### config.mk
export PLATFORM = sky130hd
export DESIGN_NAME = sats_alert
export DESIGN_NICKNAME = d
export VERILOG_FILES = /design/src/sats_pkg.sv /design/src/sats_limit_chan.sv /design/src/sats_alert.sv
export SDC_FILE = /design/constraint.sdc
export NUM_CORES = 1
export LEC_CHECK = 0
export BUFFER_PORTS_ARGS = -buffer_cell sky130_fd_sc_hd__clkbuf_2
export CAP_MARGIN = 20
export CORE_MARGIN = 2
export CORE_UTILIZATION = 45
export DETAILED_ROUTE_END_ITERATION = 6
export PLACE_DENSITY = 0.7
export SYNTH_ARGS = -nofsm -noshare
export SYNTH_HDL_FRONTEND = slang
export SYNTH_HIERARCHICAL = 1
export SYNTH_SLANG_ARGS = --single-unit
### constraint.sdc
create_clock -name mclk -period 8.75 [get_ports mclk]
set_input_delay 0 -clock mclk [delete_from_list [all_inputs] [get_ports mclk]]
set_output_delay 0 -clock mclk [all_outputs]
set_load 0.1 [all_outputs]
### src/sats_pkg.sv
// constants of the alert and limit-check block
//
// Operation
// - With latching off, the alert pin is active only while an enabled source is present.
// - With latching on, an alert is caught when its source asserts and held until the matching status or result read.
// - Pin function 0 is interrupt mode; 1 is switch mode, overriding interrupts, blocking pin triggers, following the axis enables.
// - The status-flag enable lets any front-end or system status flag drive the pin, and blocks them when clear.
// - The conversion-done enable lets completion of the configured conversion set drive the pin, and blocks it when clear.
// - A threshold alert needs 1 to 4 consecutive out-of-limit results, chosen by field codes 0 to 3.
// - The temperature enable lets temperature limit crossings drive the pin, and blocks them when clear.
// - The Z, Y and X enables each let that axis limit crossings drive the pin, and block them when clear.
// - Each axis limit register holds the signed upper limit in its high byte and the signed lower limit in its low byte.
// - A limit stands for full scale divided by 128 times the signed code, so comparison scales with the range.
// - After reset the magnetic limits stand at plus and minus 98 percent of full scale.
// - An axis is limit-checked only while its limit-check enable bit is set.
// - The range field selects the full scale for scaling, and its unused code 3 acts as code 0.
package sats_pkg;

	// register offsets
	localparam logic [3:0] SATS_OFS_ALERT_CFG = 4'h3;
	localparam logic [3:0] SATS_OFS_X_LIMITS  = 4'h4;
	localparam logic [3:0] SATS_OFS_Y_LIMITS  = 4'h5;

	// reset values
	localparam logic [15:0] SATS_RST_ALERT_CFG = 16'h0000;
	localparam logic [15:0] SATS_RST_LIMITS    = 16'h7D83;

	// writable bits of the alert configuration
	localparam logic [15:0] SATS_CFG_WMASK = 16'h393F;

	// alert configuration field positions
	localparam int SATS_BIT_LATCH   = 13;
	localparam int SATS_BIT_SWITCH  = 12;
	localparam int SATS_BIT_STATUS  = 11;
	localparam int SATS_BIT_DONE    = 8;
	localparam int SATS_POS_COUNT   = 4;
	localparam int SATS_BIT_TEMP    = 3;
	localparam int SATS_BIT_Z       = 2;
	localparam int SATS_BIT_Y       = 1;
	localparam int SATS_BIT_X       = 0;

	// limit register layout
	localparam int SATS_POS_UPPER = 8;
	localparam int SATS_POS_LOWER = 0;

	// one limit code step is 1/128 of full scale; full scale of the base range is 2^15
	localparam int SATS_LIMIT_SHIFT = 8;

	// saturation point of the consecutive crossing counter
	localparam logic [2:0] SATS_RUN_MAX = 3'h4;

endpackage

### src/sats_limit_chan.sv
// one channel limit comparator with consecutive crossing counter
module sats_limit_chan
	import sats_pkg::*;
(
	// clock and reset
	input  wire logic               mclk,
	input  wire logic               rst_b,
	// result stream
	input  wire logic               resultValid,
	input  wire logic signed [17:0] resultValue,
	// configuration
	input  wire logic               checkEnable,
	input  wire logic signed [7:0]  upperCode,
	input  wire logic signed [7:0]  lowerCode,
	input  wire logic [1:0]         scaleShift,
	input  wire logic [1:0]         countSelect,
	// state
	output logic                    limitHit
);

	logic signed [17:0] upperLevel;
	logic signed [17:0] lowerLevel;
	logic               crossed;
	logic [2:0]         run_q;
	logic [2:0]         run_d;

	// code times full scale over 128, widened to the selected range
	assign upperLevel = 18'(upperCode) <<< (SATS_LIMIT_SHIFT + int'(scaleShift));
	assign lowerLevel = 18'(lowerCode) <<< (SATS_LIMIT_SHIFT + int'(scaleShift));
	assign crossed    = (resultValue > upperLevel) || (resultValue < lowerLevel);

	always_comb begin
		if (!crossed) begin
			run_d = 3'h0;
		end else if (run_q == SATS_RUN_MAX) begin
			run_d = run_q;
		end else begin
			run_d = run_q + 3'h1;
		end
	end

	always_ff @(posedge mclk or negedge rst_b) begin
		if (!rst_b) begin
			run_q    <= 3'h0;
			limitHit <= 1'b0;
		end else if (!checkEnable) begin
			run_q    <= 3'h0;
			limitHit <= 1'b0;
		end else if (resultValid) begin
			run_q    <= run_d;
			limitHit <= run_d > {1'b0, countSelect};
		end
	end

	AST_RUN_RESTART: assert property (@(posedge mclk) disable iff (!rst_b)
		(checkEnable && resultValid && !crossed) |=> (run_q == 3'h0) && !limitHit)
		else $error("counter did not restart on in-limit result");

	AST_HIT_AT_COUNT: assert property (@(posedge mclk) disable iff (!rst_b)
		(checkEnable && resultValid && crossed && (run_q == {1'b0, countSelect}))
		|=> limitHit)
		else $error("limit hit missing after selected crossing count");

	AST_NO_EARLY_HIT: assert property (@(posedge mclk) disable iff (!rst_b)
		(checkEnable && resultValid && (run_d <= {1'b0, countSelect})) |=> !limitHit)
		else $error("limit hit before selected crossing count");

endmodule

### src/sats_alert.sv
// alert pin logic: configuration registers, limit checks and pin drive
module sats_alert
	import sats_pkg::*;
(
	// clock and reset
	input  wire logic               mclk,
	input  wire logic               rst_b,
	// register access from the serial front end
	input  wire logic               regWrite,
	input  wire logic               regRead,
	input  wire logic [3:0]         regAddr,
	input  wire logic [15:0]        regWriteData,
	output logic [15:0]             regReadData,
	// register reads seen elsewhere that clear latched alerts
	input  wire logic               statusRead,
	input  wire logic               resultRead,
	// conversion results, one pulse per new value
	input  wire logic               xValid,
	input  wire logic signed [17:0] xValue,
	input  wire logic               yValid,
	input  wire logic signed [17:0] yValue,
	input  wire logic               zValid,
	input  wire logic signed [17:0] zValue,
	input  wire logic               tempValid,
	input  wire logic signed [17:0] tempValue,
	// configuration held outside this block
	input  wire logic [1:0]         xRange,
	input  wire logic [1:0]         yRange,
	input  wire logic [1:0]         zRange,
	input  wire logic [2:0]         limitCheckEnable,
	input  wire logic [15:0]        zLimits,
	input  wire logic [15:0]        tempLimits,
	// status sources
	input  wire logic               frontEndStatusAny,
	input  wire logic               systemStatusAny,
	input  wire logic               conversionSetDone,
	// pin side
	output logic                    alertPin_b,
	output logic                    alertTriggerEnable
);

	logic [15:0] alertCfg_q;
	logic [15:0] xLimits_q;
	logic [15:0] yLimits_q;
	logic        latchSel;
	logic        switchSel;
	logic [3:0]  limitHit;
	logic [3:0]  pinEnable;
	logic        srcLimit;
	logic        srcStatus;
	logic        srcDone;
	logic        srcSwitch;
	logic        anySrc;
	logic        limitPrev_q;
	logic        statusPrev_q;
	logic        donePrev_q;
	logic        limitLatch_q;
	logic        statusLatch_q;
	logic        doneLatch_q;
	logic        anyLatched;
	logic        alertActive;

	// code 3 is unused and scales like code 0
	function automatic logic [1:0] rangeShift(input logic [1:0] code);
		unique case (code)
			2'h1:    rangeShift = 2'h0;
			2'h2:    rangeShift = 2'h2;
			default: rangeShift = 2'h1;
		endcase
	endfunction

	assign latchSel  = alertCfg_q[SATS_BIT_LATCH];
	assign switchSel = alertCfg_q[SATS_BIT_SWITCH];
	assign pinEnable = {alertCfg_q[SATS_BIT_TEMP], alertCfg_q[SATS_BIT_Z],
		alertCfg_q[SATS_BIT_Y], alertCfg_q[SATS_BIT_X]};

	// register file
	always_ff @(posedge mclk or negedge rst_b) begin
		if (!rst_b) begin
			alertCfg_q <= SATS_RST_ALERT_CFG;
			xLimits_q  <= SATS_RST_LIMITS;
			yLimits_q  <= SATS_RST_LIMITS;
		end else if (regWrite) begin
			if (regAddr == SATS_OFS_ALERT_CFG) begin
				alertCfg_q <= regWriteData & SATS_CFG_WMASK;
			end
			if (regAddr == SATS_OFS_X_LIMITS) begin
				xLimits_q <= regWriteData;
			end
			if (regAddr == SATS_OFS_Y_LIMITS) begin
				yLimits_q <= regWriteData;
			end
		end
	end

	always_ff @(posedge mclk or negedge rst_b) begin
		if (!rst_b) begin
			regReadData <= 16'h0000;
		end else if (regRead) begin
			unique case (regAddr)
				SATS_OFS_ALERT_CFG: regReadData <= alertCfg_q;
				SATS_OFS_X_LIMITS:  regReadData <= xLimits_q;
				SATS_OFS_Y_LIMITS:  regReadData <= yLimits_q;
				default:            regReadData <= 16'h0000;
			endcase
		end
	end

	// limit checks: x, y, z and temperature
	sats_limit_chan xChan (
		.mclk        (mclk),
		.rst_b       (rst_b),
		.resultValid (xValid),
		.resultValue (xValue),
		.checkEnable (limitCheckEnable[0]),
		.upperCode   (xLimits_q[SATS_POS_UPPER +: 8]),
		.lowerCode   (xLimits_q[SATS_POS_LOWER +: 8]),
		.scaleShift  (rangeShift(xRange)),
		.countSelect (alertCfg_q[SATS_POS_COUNT +: 2]),
		.limitHit    (limitHit[0])
	);

	sats_limit_chan yChan (
		.mclk        (mclk),
		.rst_b       (rst_b),
		.resultValid (yValid),
		.resultValue (yValue),
		.checkEnable (limitCheckEnable[1]),
		.upperCode   (yLimits_q[SATS_POS_UPPER +: 8]),
		.lowerCode   (yLimits_q[SATS_POS_LOWER +: 8]),
		.scaleShift  (rangeShift(yRange)),
		.countSelect (alertCfg_q[SATS_POS_COUNT +: 2]),
		.limitHit    (limitHit[1])
	);

	sats_limit_chan zChan (
		.mclk        (mclk),
		.rst_b       (rst_b),
		.resultValid (zValid),
		.resultValue (zValue),
		.checkEnable (limitCheckEnable[2]),
		.upperCode   (zLimits[SATS_POS_UPPER +: 8]),
		.lowerCode   (zLimits[SATS_POS_LOWER +: 8]),
		.scaleShift  (rangeShift(zRange)),
		.countSelect (alertCfg_q[SATS_POS_COUNT +: 2]),
		.limitHit    (limitHit[2])
	);

	// temperature has no range; its code step is fixed at the base scale
	sats_limit_chan tempChan (
		.mclk        (mclk),
		.rst_b       (rst_b),
		.resultValid (tempValid),
		.resultValue (tempValue),
		.checkEnable (1'b1),
		.upperCode   (tempLimits[SATS_POS_UPPER +: 8]),
		.lowerCode   (tempLimits[SATS_POS_LOWER +: 8]),
		.scaleShift  (2'h0),
		.countSelect (alertCfg_q[SATS_POS_COUNT +: 2]),
		.limitHit    (limitHit[3])
	);

	// alert sources
	assign srcLimit  = |(limitHit & pinEnable);
	assign srcStatus = alertCfg_q[SATS_BIT_STATUS]
		&& (frontEndStatusAny || systemStatusAny);
	assign srcDone   = alertCfg_q[SATS_BIT_DONE] && conversionSetDone;
	assign anySrc    = srcLimit || srcStatus || srcDone;
	// the switch relies on the host having set the axis limit-check enables
	assign srcSwitch = |(limitHit[2:0] & pinEnable[2:0]);

	always_ff @(posedge mclk or negedge rst_b) begin
		if (!rst_b) begin
			limitPrev_q  <= 1'b0;
			statusPrev_q <= 1'b0;
			donePrev_q   <= 1'b0;
		end else begin
			limitPrev_q  <= srcLimit;
			statusPrev_q <= srcStatus;
			donePrev_q   <= srcDone;
		end
	end

	// latched sources: a new edge wins over a clearing read in the same cycle
	always_ff @(posedge mclk or negedge rst_b) begin
		if (!rst_b) begin
			limitLatch_q  <= 1'b0;
			statusLatch_q <= 1'b0;
			doneLatch_q   <= 1'b0;
		end else if (!latchSel || switchSel) begin
			limitLatch_q  <= 1'b0;
			statusLatch_q <= 1'b0;
			doneLatch_q   <= 1'b0;
		end else begin
			if (srcLimit && !limitPrev_q) begin
				limitLatch_q <= 1'b1;
			end else if (resultRead) begin
				limitLatch_q <= 1'b0;
			end
			if (srcStatus && !statusPrev_q) begin
				statusLatch_q <= 1'b1;
			end else if (statusRead) begin
				statusLatch_q <= 1'b0;
			end
			if (srcDone && !donePrev_q) begin
				doneLatch_q <= 1'b1;
			end else if (resultRead) begin
				doneLatch_q <= 1'b0;
			end
		end
	end

	assign anyLatched = limitLatch_q || statusLatch_q || doneLatch_q;

	always_comb begin
		if (switchSel) begin
			alertActive = srcSwitch;
		end else if (latchSel) begin
			alertActive = anyLatched;
		end else begin
			alertActive = anySrc;
		end
	end

	always_ff @(posedge mclk or negedge rst_b) begin
		if (!rst_b) begin
			alertPin_b <= 1'b1;
		end else begin
			alertPin_b <= !alertActive;
		end
	end

	// pin-pulse conversion triggering is blocked in switch mode
	assign alertTriggerEnable = !switchSel;

	AST_UNLATCHED_ASSERT: assert property (@(posedge mclk) disable iff (!rst_b)
		(!switchSel && !latchSel && anySrc) |=> !alertPin_b)
		else $error("alert not driven while source present");

	AST_UNLATCHED_RELEASE: assert property (@(posedge mclk) disable iff (!rst_b)
		(!switchSel && !latchSel && !anySrc) |=> alertPin_b)
		else $error("alert held after source went away");

	AST_LATCH_HOLD: assert property (@(posedge mclk) disable iff (!rst_b)
		(latchSel && !switchSel && limitLatch_q && !resultRead)
		##1 (latchSel && !switchSel) |-> limitLatch_q && !alertPin_b)
		else $error("latched limit alert dropped without a read");

	AST_LATCH_CLEAR: assert property (@(posedge mclk) disable iff (!rst_b)
		(latchSel && statusLatch_q && statusRead && !(srcStatus && !statusPrev_q))
		|=> !statusLatch_q)
		else $error("status read did not clear latched alert");

	AST_LATCH_SET_WINS: assert property (@(posedge mclk) disable iff (!rst_b)
		(latchSel && !switchSel && srcDone && !donePrev_q && resultRead) |=> doneLatch_q)
		else $error("new completion lost to clearing read");

	AST_SWITCH_PIN: assert property (@(posedge mclk) disable iff (!rst_b)
		switchSel |=> alertPin_b == !$past(srcSwitch))
		else $error("switch mode pin does not follow axis limits");

	AST_SWITCH_NO_TRIGGER: assert property (@(posedge mclk) disable iff (!rst_b)
		switchSel |-> !alertTriggerEnable)
		else $error("pin trigger left on in switch mode");

	AST_STATUS_PIN: assert property (@(posedge mclk) disable iff (!rst_b)
		(!switchSel && !latchSel && alertCfg_q[SATS_BIT_STATUS] && systemStatusAny)
		|=> !alertPin_b)
		else $error("status flag did not drive alert");

	AST_DONE_BLOCKED: assert property (@(posedge mclk) disable iff (!rst_b)
		(!switchSel && !latchSel && !alertCfg_q[SATS_BIT_DONE] && !srcLimit && !srcStatus
		&& conversionSetDone) |=> alertPin_b)
		else $error("completion signalled while disabled");

	AST_AXIS_MASKED: assert property (@(posedge mclk) disable iff (!rst_b)
		(!switchSel && !latchSel && (pinEnable == 4'h0) && !srcStatus && !srcDone)
		|=> alertPin_b)
		else $error("masked limit crossing reached the pin");

endmodule

Word level (Yosys, flattened, before mapping)
Cells that the tools add are included.

word-level totals
  logic and storage cells = 125
  output and inout port bits = 18
  bits in registers = 81
  bits of input ports = 146

operators by class
  add/subtract/negate cells = 7
  bitwise operators = 2
  reductions and logical operators = 29
  eq/ne operators = 16
  shift operators = 6
  order comparisons = 12
  multiplexer cells = 34

operator list
  operator                                                               count
  8-bit by 5-bit <<< shifter with 18-bit output                          6
  18-bit > comparator                                                    3
  18-bit less-than comparator                                            3
  16-bit case mux with 3 select lines                                    1
  3-bit 2-to-1 mux                                                       14
  18-bit by 16-bit > comparator with 1-bit output                        1
  18-bit by 16-bit less-than comparator with 1-bit output                1
  1-bit 2-to-1 mux                                                       16
  4-bit by 2-bit adder with 5-bit output, first input constant           3
  3-bit by 1-bit adder with 3-bit output, second input constant          4
  3-bit equality test, second input constant                             4
  3-bit by 2-bit > comparator with 1-bit output                          4
  2-bit case mux with 2 select lines                                     3
  1-bit logical OR                                                       10
  3-bit nonzero test                                                     3
  4-bit by 3-bit equality test with 1-bit output, second input constant  2
  2-bit by 1-bit equality test with 1-bit output, second input constant  3
  2-bit equality test, second input constant                             3
  1-bit zero test                                                        6
  2-bit != test, second input constant                                   3
  2-bit AND reduction                                                    3
  1-bit logical AND                                                      5
  4-bit bitwise AND                                                      1
  4-bit by 2-bit equality test with 1-bit output, second input constant  1
  3 further kinds                                                        3

Depth between registers and ports, before layout
  depth in word-level cells = 10
  depth in mapped cells = 18
  depth with buffers taken out = 17

By module
The synthesis kept the hierarchy.

by module, submodules not included
  module                          area each (sq um)  seq. area each (sq um)  times used  cells an instance
  sats_limit_chan (tempChan ...)  1142.3             100.1                   3           147
  sats_alert                      2972.9             1650.3                  1           215
  sats_limit_chan (xChan)         1117.3             100.1                   1           148

Least setup slack after synthesis
No wires, ideal clock.

  path type = in2reg
  from = in xRange[0]
  to = reg xChan.limitHit
  library setup time = 0.135 ns
  buffers on the path = 2
  path slack = 5.569 ns
  required time = 8.615 ns
  arrival = 3.046 ns
  stages = 18
  path through = inv_1 ha_1 buf_2 clkbuf_1 mux2i_1 nand2_1 o21ai_0 ha_1 a21o_1 a2111o_1 a221o_1 a21o_1 nand2_1 inv_1 ha_1 nor2b_1 o21ai_0 o311ai_1

on the way
  longest elaborated chain between the ends = 10
  elaborated cells on any way between the ends = 13
  those cells by class = add/sub: 1; order compare: 3; eq/ne: 2; shift: 2; mux: 4; reduce/logical: 1

ends and longest elaborated chain
  element                                                                                line                                          RTL
  start, declared                                                                        sats_alert.sv:27                              input wire logic [1:0] xRange,
  2-bit equality test or 2-bit by 1-bit equality test with 1-bit output (tied branches)  sats_alert.sv:65                              unique case (code)
  2-bit case mux with 2 select lines (*)                                                 sats_alert.sv:65
  4-bit by 2-bit adder with 5-bit output (*)                                             sats_limit_chan.sv:28, sats_limit_chan.sv:29
  8-bit by 5-bit <<< shifter with 18-bit output, on equally long branches                sats_limit_chan.sv:28, sats_limit_chan.sv:29
  18-bit > comparator or 18-bit less-than comparator (tied branches)                     sats_limit_chan.sv:30                         assign crossed = (resultValue > upperLevel) || (resultValue < lowerLevel);
  1-bit logical OR (*)                                                                   sats_limit_chan.sv:30
  3-bit 2-to-1 mux (*)                                                                   sats_limit_chan.sv:33                         if (!crossed) begin
  3-bit by 2-bit > comparator with 1-bit output (*)                                      sats_limit_chan.sv:51                         limitHit <= run_d > {1'b0, countSelect};
  1-bit 2-to-1 mux (*)                                                                   sats_limit_chan.sv:49                         end else if (resultValid) begin
  1-bit 2-to-1 mux (*)                                                                   sats_limit_chan.sv:46                         end else if (!checkEnable) begin
  end signal, assigned                                                                   sats_limit_chan.sv:51
  end, declared                                                                          sats_limit_chan.sv:18                         output logic limitHit

Every way passes the cells marked *; elsewhere a longest branch is shown, timed or not. The select of a mux whose other input is x is not followed.
A chain may end at the register's enable or synchronous reset.

Worst setup path after layout
Same ends and word-level chain as after synthesis.

==> metrics.md <==
| Metric | Value |
|---|---|
| Cells after DPL | 1171 |
| Unrepaired setup endpoints after global routing | false |
| Number of failing hold endpoints at the final stage | 0 |
| Die outline area | 17800 sq um |
| Number of standard-cell rows in the floorplan | 47 |
| Status | finished clean |
| Setup TNS | 0 ns |
| Design Power | 1.53 mW |
| Max-slew headroom at the worst pin | 31.9% |
| Leading cell types in the layout, fill and taps excluded | sky130_fd_sc_hd__clkbuf_2 (162), sky130_fd_sc_hd__ha_1 (99), sky130_fd_sc_hd__nand2_1 (89) |
| Most used routing layer in global routing | met2 |
| Layout area overhead | 21.7% |
| Total of flip-flops plus latches after synthesis | 81 |
| Simple-gate share of the synthesized area | 13.5% |
| Post-route fraction of the period consumed by the critical path | 39.0% |
| Layout Nets | 1238 |
| Setup slack of the worst register-to-register path | 5.57 ns |
| Number of flops mapped to enable cells by yosys | 0 |
| Top_reg_cell synth | sky130_fd_sc_hd__dfrtp_1 |
| # clock sinks | 81 |
| Min Tclk post-route | 3.42 ns |
| Average wire length per cell after detail routing | 15.7 um |
| Post-layout util | 55.5% |
| Pin count of the biggest net entering global routing | 82 |
| Fraction of final layout cells sized beyond drive strength 1 | 29.1% |
| Inserted Diodes | 0 |
| Highest clock rate | 293 MHz |
| Total power divided by cell area | 167 nW/um^2 |
| Endpoint arrival time on the critical path | 3.61 ns |
| Global route total overflow | 0 |
| Die height | 133 um |
| Top cells by area, synth | sky130_fd_sc_hd__dfrtp_1 (21%), sky130_fd_sc_hd__ha_1 (16%), sky130_fd_sc_hd__mux2i_1 (7.5%) |
| Met1 Resource Use GR | 29.2% |
| Cells after synthesis | 804 |
| Antenna violations before repair | 0 |
| Critical setup path kind | input pin to flip-flop |
| Count of endpoints failing setup in the final report | 0 |
| I/O pin count | 164 |
| Average instance area after synthesis | 9.35 sq um |
| Number of synthesis warnings | 6 |
| GP Congestion | 0.871 |
| Iteration-0 DRC count of the detailed router | 301 |
| Sequential-to-total area share from yosys stat | 27.3% |
| Multiplexer area fraction after synthesis | 20.2% |
| Peak supply drop | 105 uV |
| ANT nets after route | 0 |
| Number of distinct library cell variants in the gate-level netlist after synthesis | 57 |
| Critical path startpoint category | input pin |
| Total setup buffers inserted after CTS | 0 |
| Fraction of met2 tracks used by global routing | 36.6% |
| Crit Path Max Fanout | 21 |
| Slew at the pin with the worst max-slew slack | 1.02 ns |
| H-Tree Level Count | 3 |
| Buffer cell driving the clock tree root | sky130_fd_sc_hd__clkbuf_16 |
| Design area | 9150 sq um |
| Crit path required time | 8.95 ns |
| Largest area contributor in the synthesized netlist | sky130_fd_sc_hd__dfrtp_1 |
| Area inside the core boundary | 16500 sq um |
| Maximum capacitance violations | 0 |
| Cell area reported after detailed placement | 8510 sq um |
| Final clock skew | 0.00677 ns |
| Max-slew violation count | 0 |
| Grt met3 use | 1.98% |
| Share of the synthesized area in the top cell type | 20.6% |
| Number of non-filler instances in the completed layout | 1218 |
| Cell count of the worst hold path | 3 |
| Total number of vias | 6530 |
| Netlist area before placement | 7520 sq um |
| Share of the synthesized netlist area taken by xor and xnor gates | 0.466% |
| Depth of the most critical reg-to-reg path | 13 |
| Number of buffers added on ports | 163 |
| Most common cell after layout, fill and taps aside | sky130_fd_sc_hd__clkbuf_2 |
| Routed WL | 19200 um |
| Dominant combinational cell family by area after synthesis | multiplexers |
| Clock slew at reported path FFs | 0.06 ns |
| Synth Area in Compound Gates | 16.3% |
| Via count of the first global-routing pass | 6382 |
| Vias/cell | 5.36 |
| Total routing resource utilization after global routing | 21.4% |
| Clock latency reported for the late side of the worst-skew pair | 0.33 ns |
| Post-DP HPWL | 15200 um |
| Maximum buffer depth of the clock tree | 2 |
| Clock tree from TritonCTS | built |
| First-pass GRT wire length | 31200 um |
| Inserted Clock Buffers | 9 |
| Drt pass-1 iters | 5 |
| Initial cell density of the core | 45.7% |
| Post-synthesis share of cell area spent on full adders, half adders and majority gates | 16.5% |
| Class of the tightest hold or removal check | input pin to flip-flop |
| Remaining DRCs | 0 |
| Leak Pwr | 4.44 nW |
| Post-synth ARST share | 100% |
| Die Wd | 133 um |
| CP endpoint kind | flip-flop |
-- layer usage --
| layer | vias to the layer above | routed length, um |
|---|---|---|
| met5 | - | 0 |
| met4 | 0 | 258 |
| met3 | 19 | 851 |
| met2 | 167 | 9010 |
| met1 | 3031 | 9040 |
| li1 | 3313 | - |
-- area by class of cell --
class	instances	area, sq um
Fill cell	1479	7320
Multi-Input combinational cell	628	5070
Sequential cell	81	2050
Timing Repair Buffer	194	1150
Inverter	79	297
Tap cell	220	275
Clock buffer	12	236
Clock inverter	4	70.1
-- synthesized netlist by cell type (5+ instances only) --
master / n
sky130_fd_sc_hd__clkbuf_1: 10
sky130_fd_sc_hd__a21o_1: 9
sky130_fd_sc_hd__o21ai_0: 58
sky130_fd_sc_hd__nor2b_1: 9
sky130_fd_sc_hd__nand4_1: 15
sky130_fd_sc_hd__o22ai_1: 19
sky130_fd_sc_hd__dfrtp_1: 62
sky130_fd_sc_hd__nand3b_1: 7
sky130_fd_sc_hd__nor3_1: 8
sky130_fd_sc_hd__mux2_2: 45
sky130_fd_sc_hd__a222oi_1: 8
sky130_fd_sc_hd__nand2_1: 89
sky130_fd_sc_hd__nand3_1: 11
sky130_fd_sc_hd__ha_1: 99
sky130_fd_sc_hd__inv_1: 75
sky130_fd_sc_hd__a21oi_1: 31
sky130_fd_sc_hd__dfstp_2: 19
sky130_fd_sc_hd__buf_2: 5
sky130_fd_sc_hd__nor2_1: 39
sky130_fd_sc_hd__mux2_4: 30
sky130_fd_sc_hd__a31oi_1: 11
sky130_fd_sc_hd__o211ai_1: 5
sky130_fd_sc_hd__mux2i_1: 56
sky130_fd_sc_hd__and4_1: 5
-- worst paths after layout --
path / end / start
max: xChan/limitHit / xRange[0]
min: doneLatch_q / resultRead
max reg2reg: xChan/limitHit / xLimits_q[14]
min reg2reg: regReadData[6] / regReadData[6]
max in group asynchronous: xLimits_q[1] / rst_b
min in group asynchronous: statusLatch_q / rst_b
-- timing repair --
item	in CTS	in global routing
resized for setup	0	0
hold buffers	30	0
hold endpoints to repair	122	0
-- kinds of logic after synthesis --
kind of cell,after synthesis
simple gates,206
compound gates,178
mux,131
buf+inv,103
fa+ha+maj,99
flops,81
xor+xnor,4
other cells,2
-- critical path: stages --
cell and delay, ns:
sky130_fd_sc_hd__clkbuf_2 0.08, sky130_fd_sc_hd__inv_1 0.03, sky130_fd_sc_hd__ha_1 0.67, sky130_fd_sc_hd__clkinv_1 0.39
sky130_fd_sc_hd__o21ai_0 0.28, sky130_fd_sc_hd__ha_1 0.30, sky130_fd_sc_hd__a21o_1 0.19, sky130_fd_sc_hd__a2111o_1 0.40
sky130_fd_sc_hd__a221o_1 0.26, sky130_fd_sc_hd__a21o_1 0.22, sky130_fd_sc_hd__nand2_1 0.11, sky130_fd_sc_hd__inv_1 0.05
sky130_fd_sc_hd__ha_1 0.27, sky130_fd_sc_hd__nor2b_1 0.13, sky130_fd_sc_hd__o21ai_0 0.13, sky130_fd_sc_hd__o311ai_1 0.11
-- flip-flops by register name, summed over array words and instances, names as in the netlist --
register	cells
regReadData	16
xLimits_q	16
yLimits_q	16
alertCfg_q	10
tempChan/run_q	3
xChan/run_q	3
yChan/run_q	3
zChan/run_q	3
alertPin_b	1
doneLatch_q	1
donePrev_q	1
limitLatch_q	1
limitPrev_q	1
statusLatch_q	1
statusPrev_q	1
tempChan/limitHit	1
xChan/limitHit	1
yChan/limitHit	1
zChan/limitHit	1
-- where the power goes --
part           leakage [nW]  internal [mW]  switching (mW)
Sequential             1.01          0.454          0.0834
Clock                 0.151          0.249           0.144
Combinational          3.28          0.279           0.320
-- stage by stage --
stage	hold slack (ns)	setup WS [ns]
after floorplan	-0.296	5.57
after global placement	0.232	5.11
after detailed placement	0.235	4.99
after CTS	0.00586	5.37
after global routing	0.0238	5.09
final	0.00820	5.33
Power figures use the tool's default switching activity.
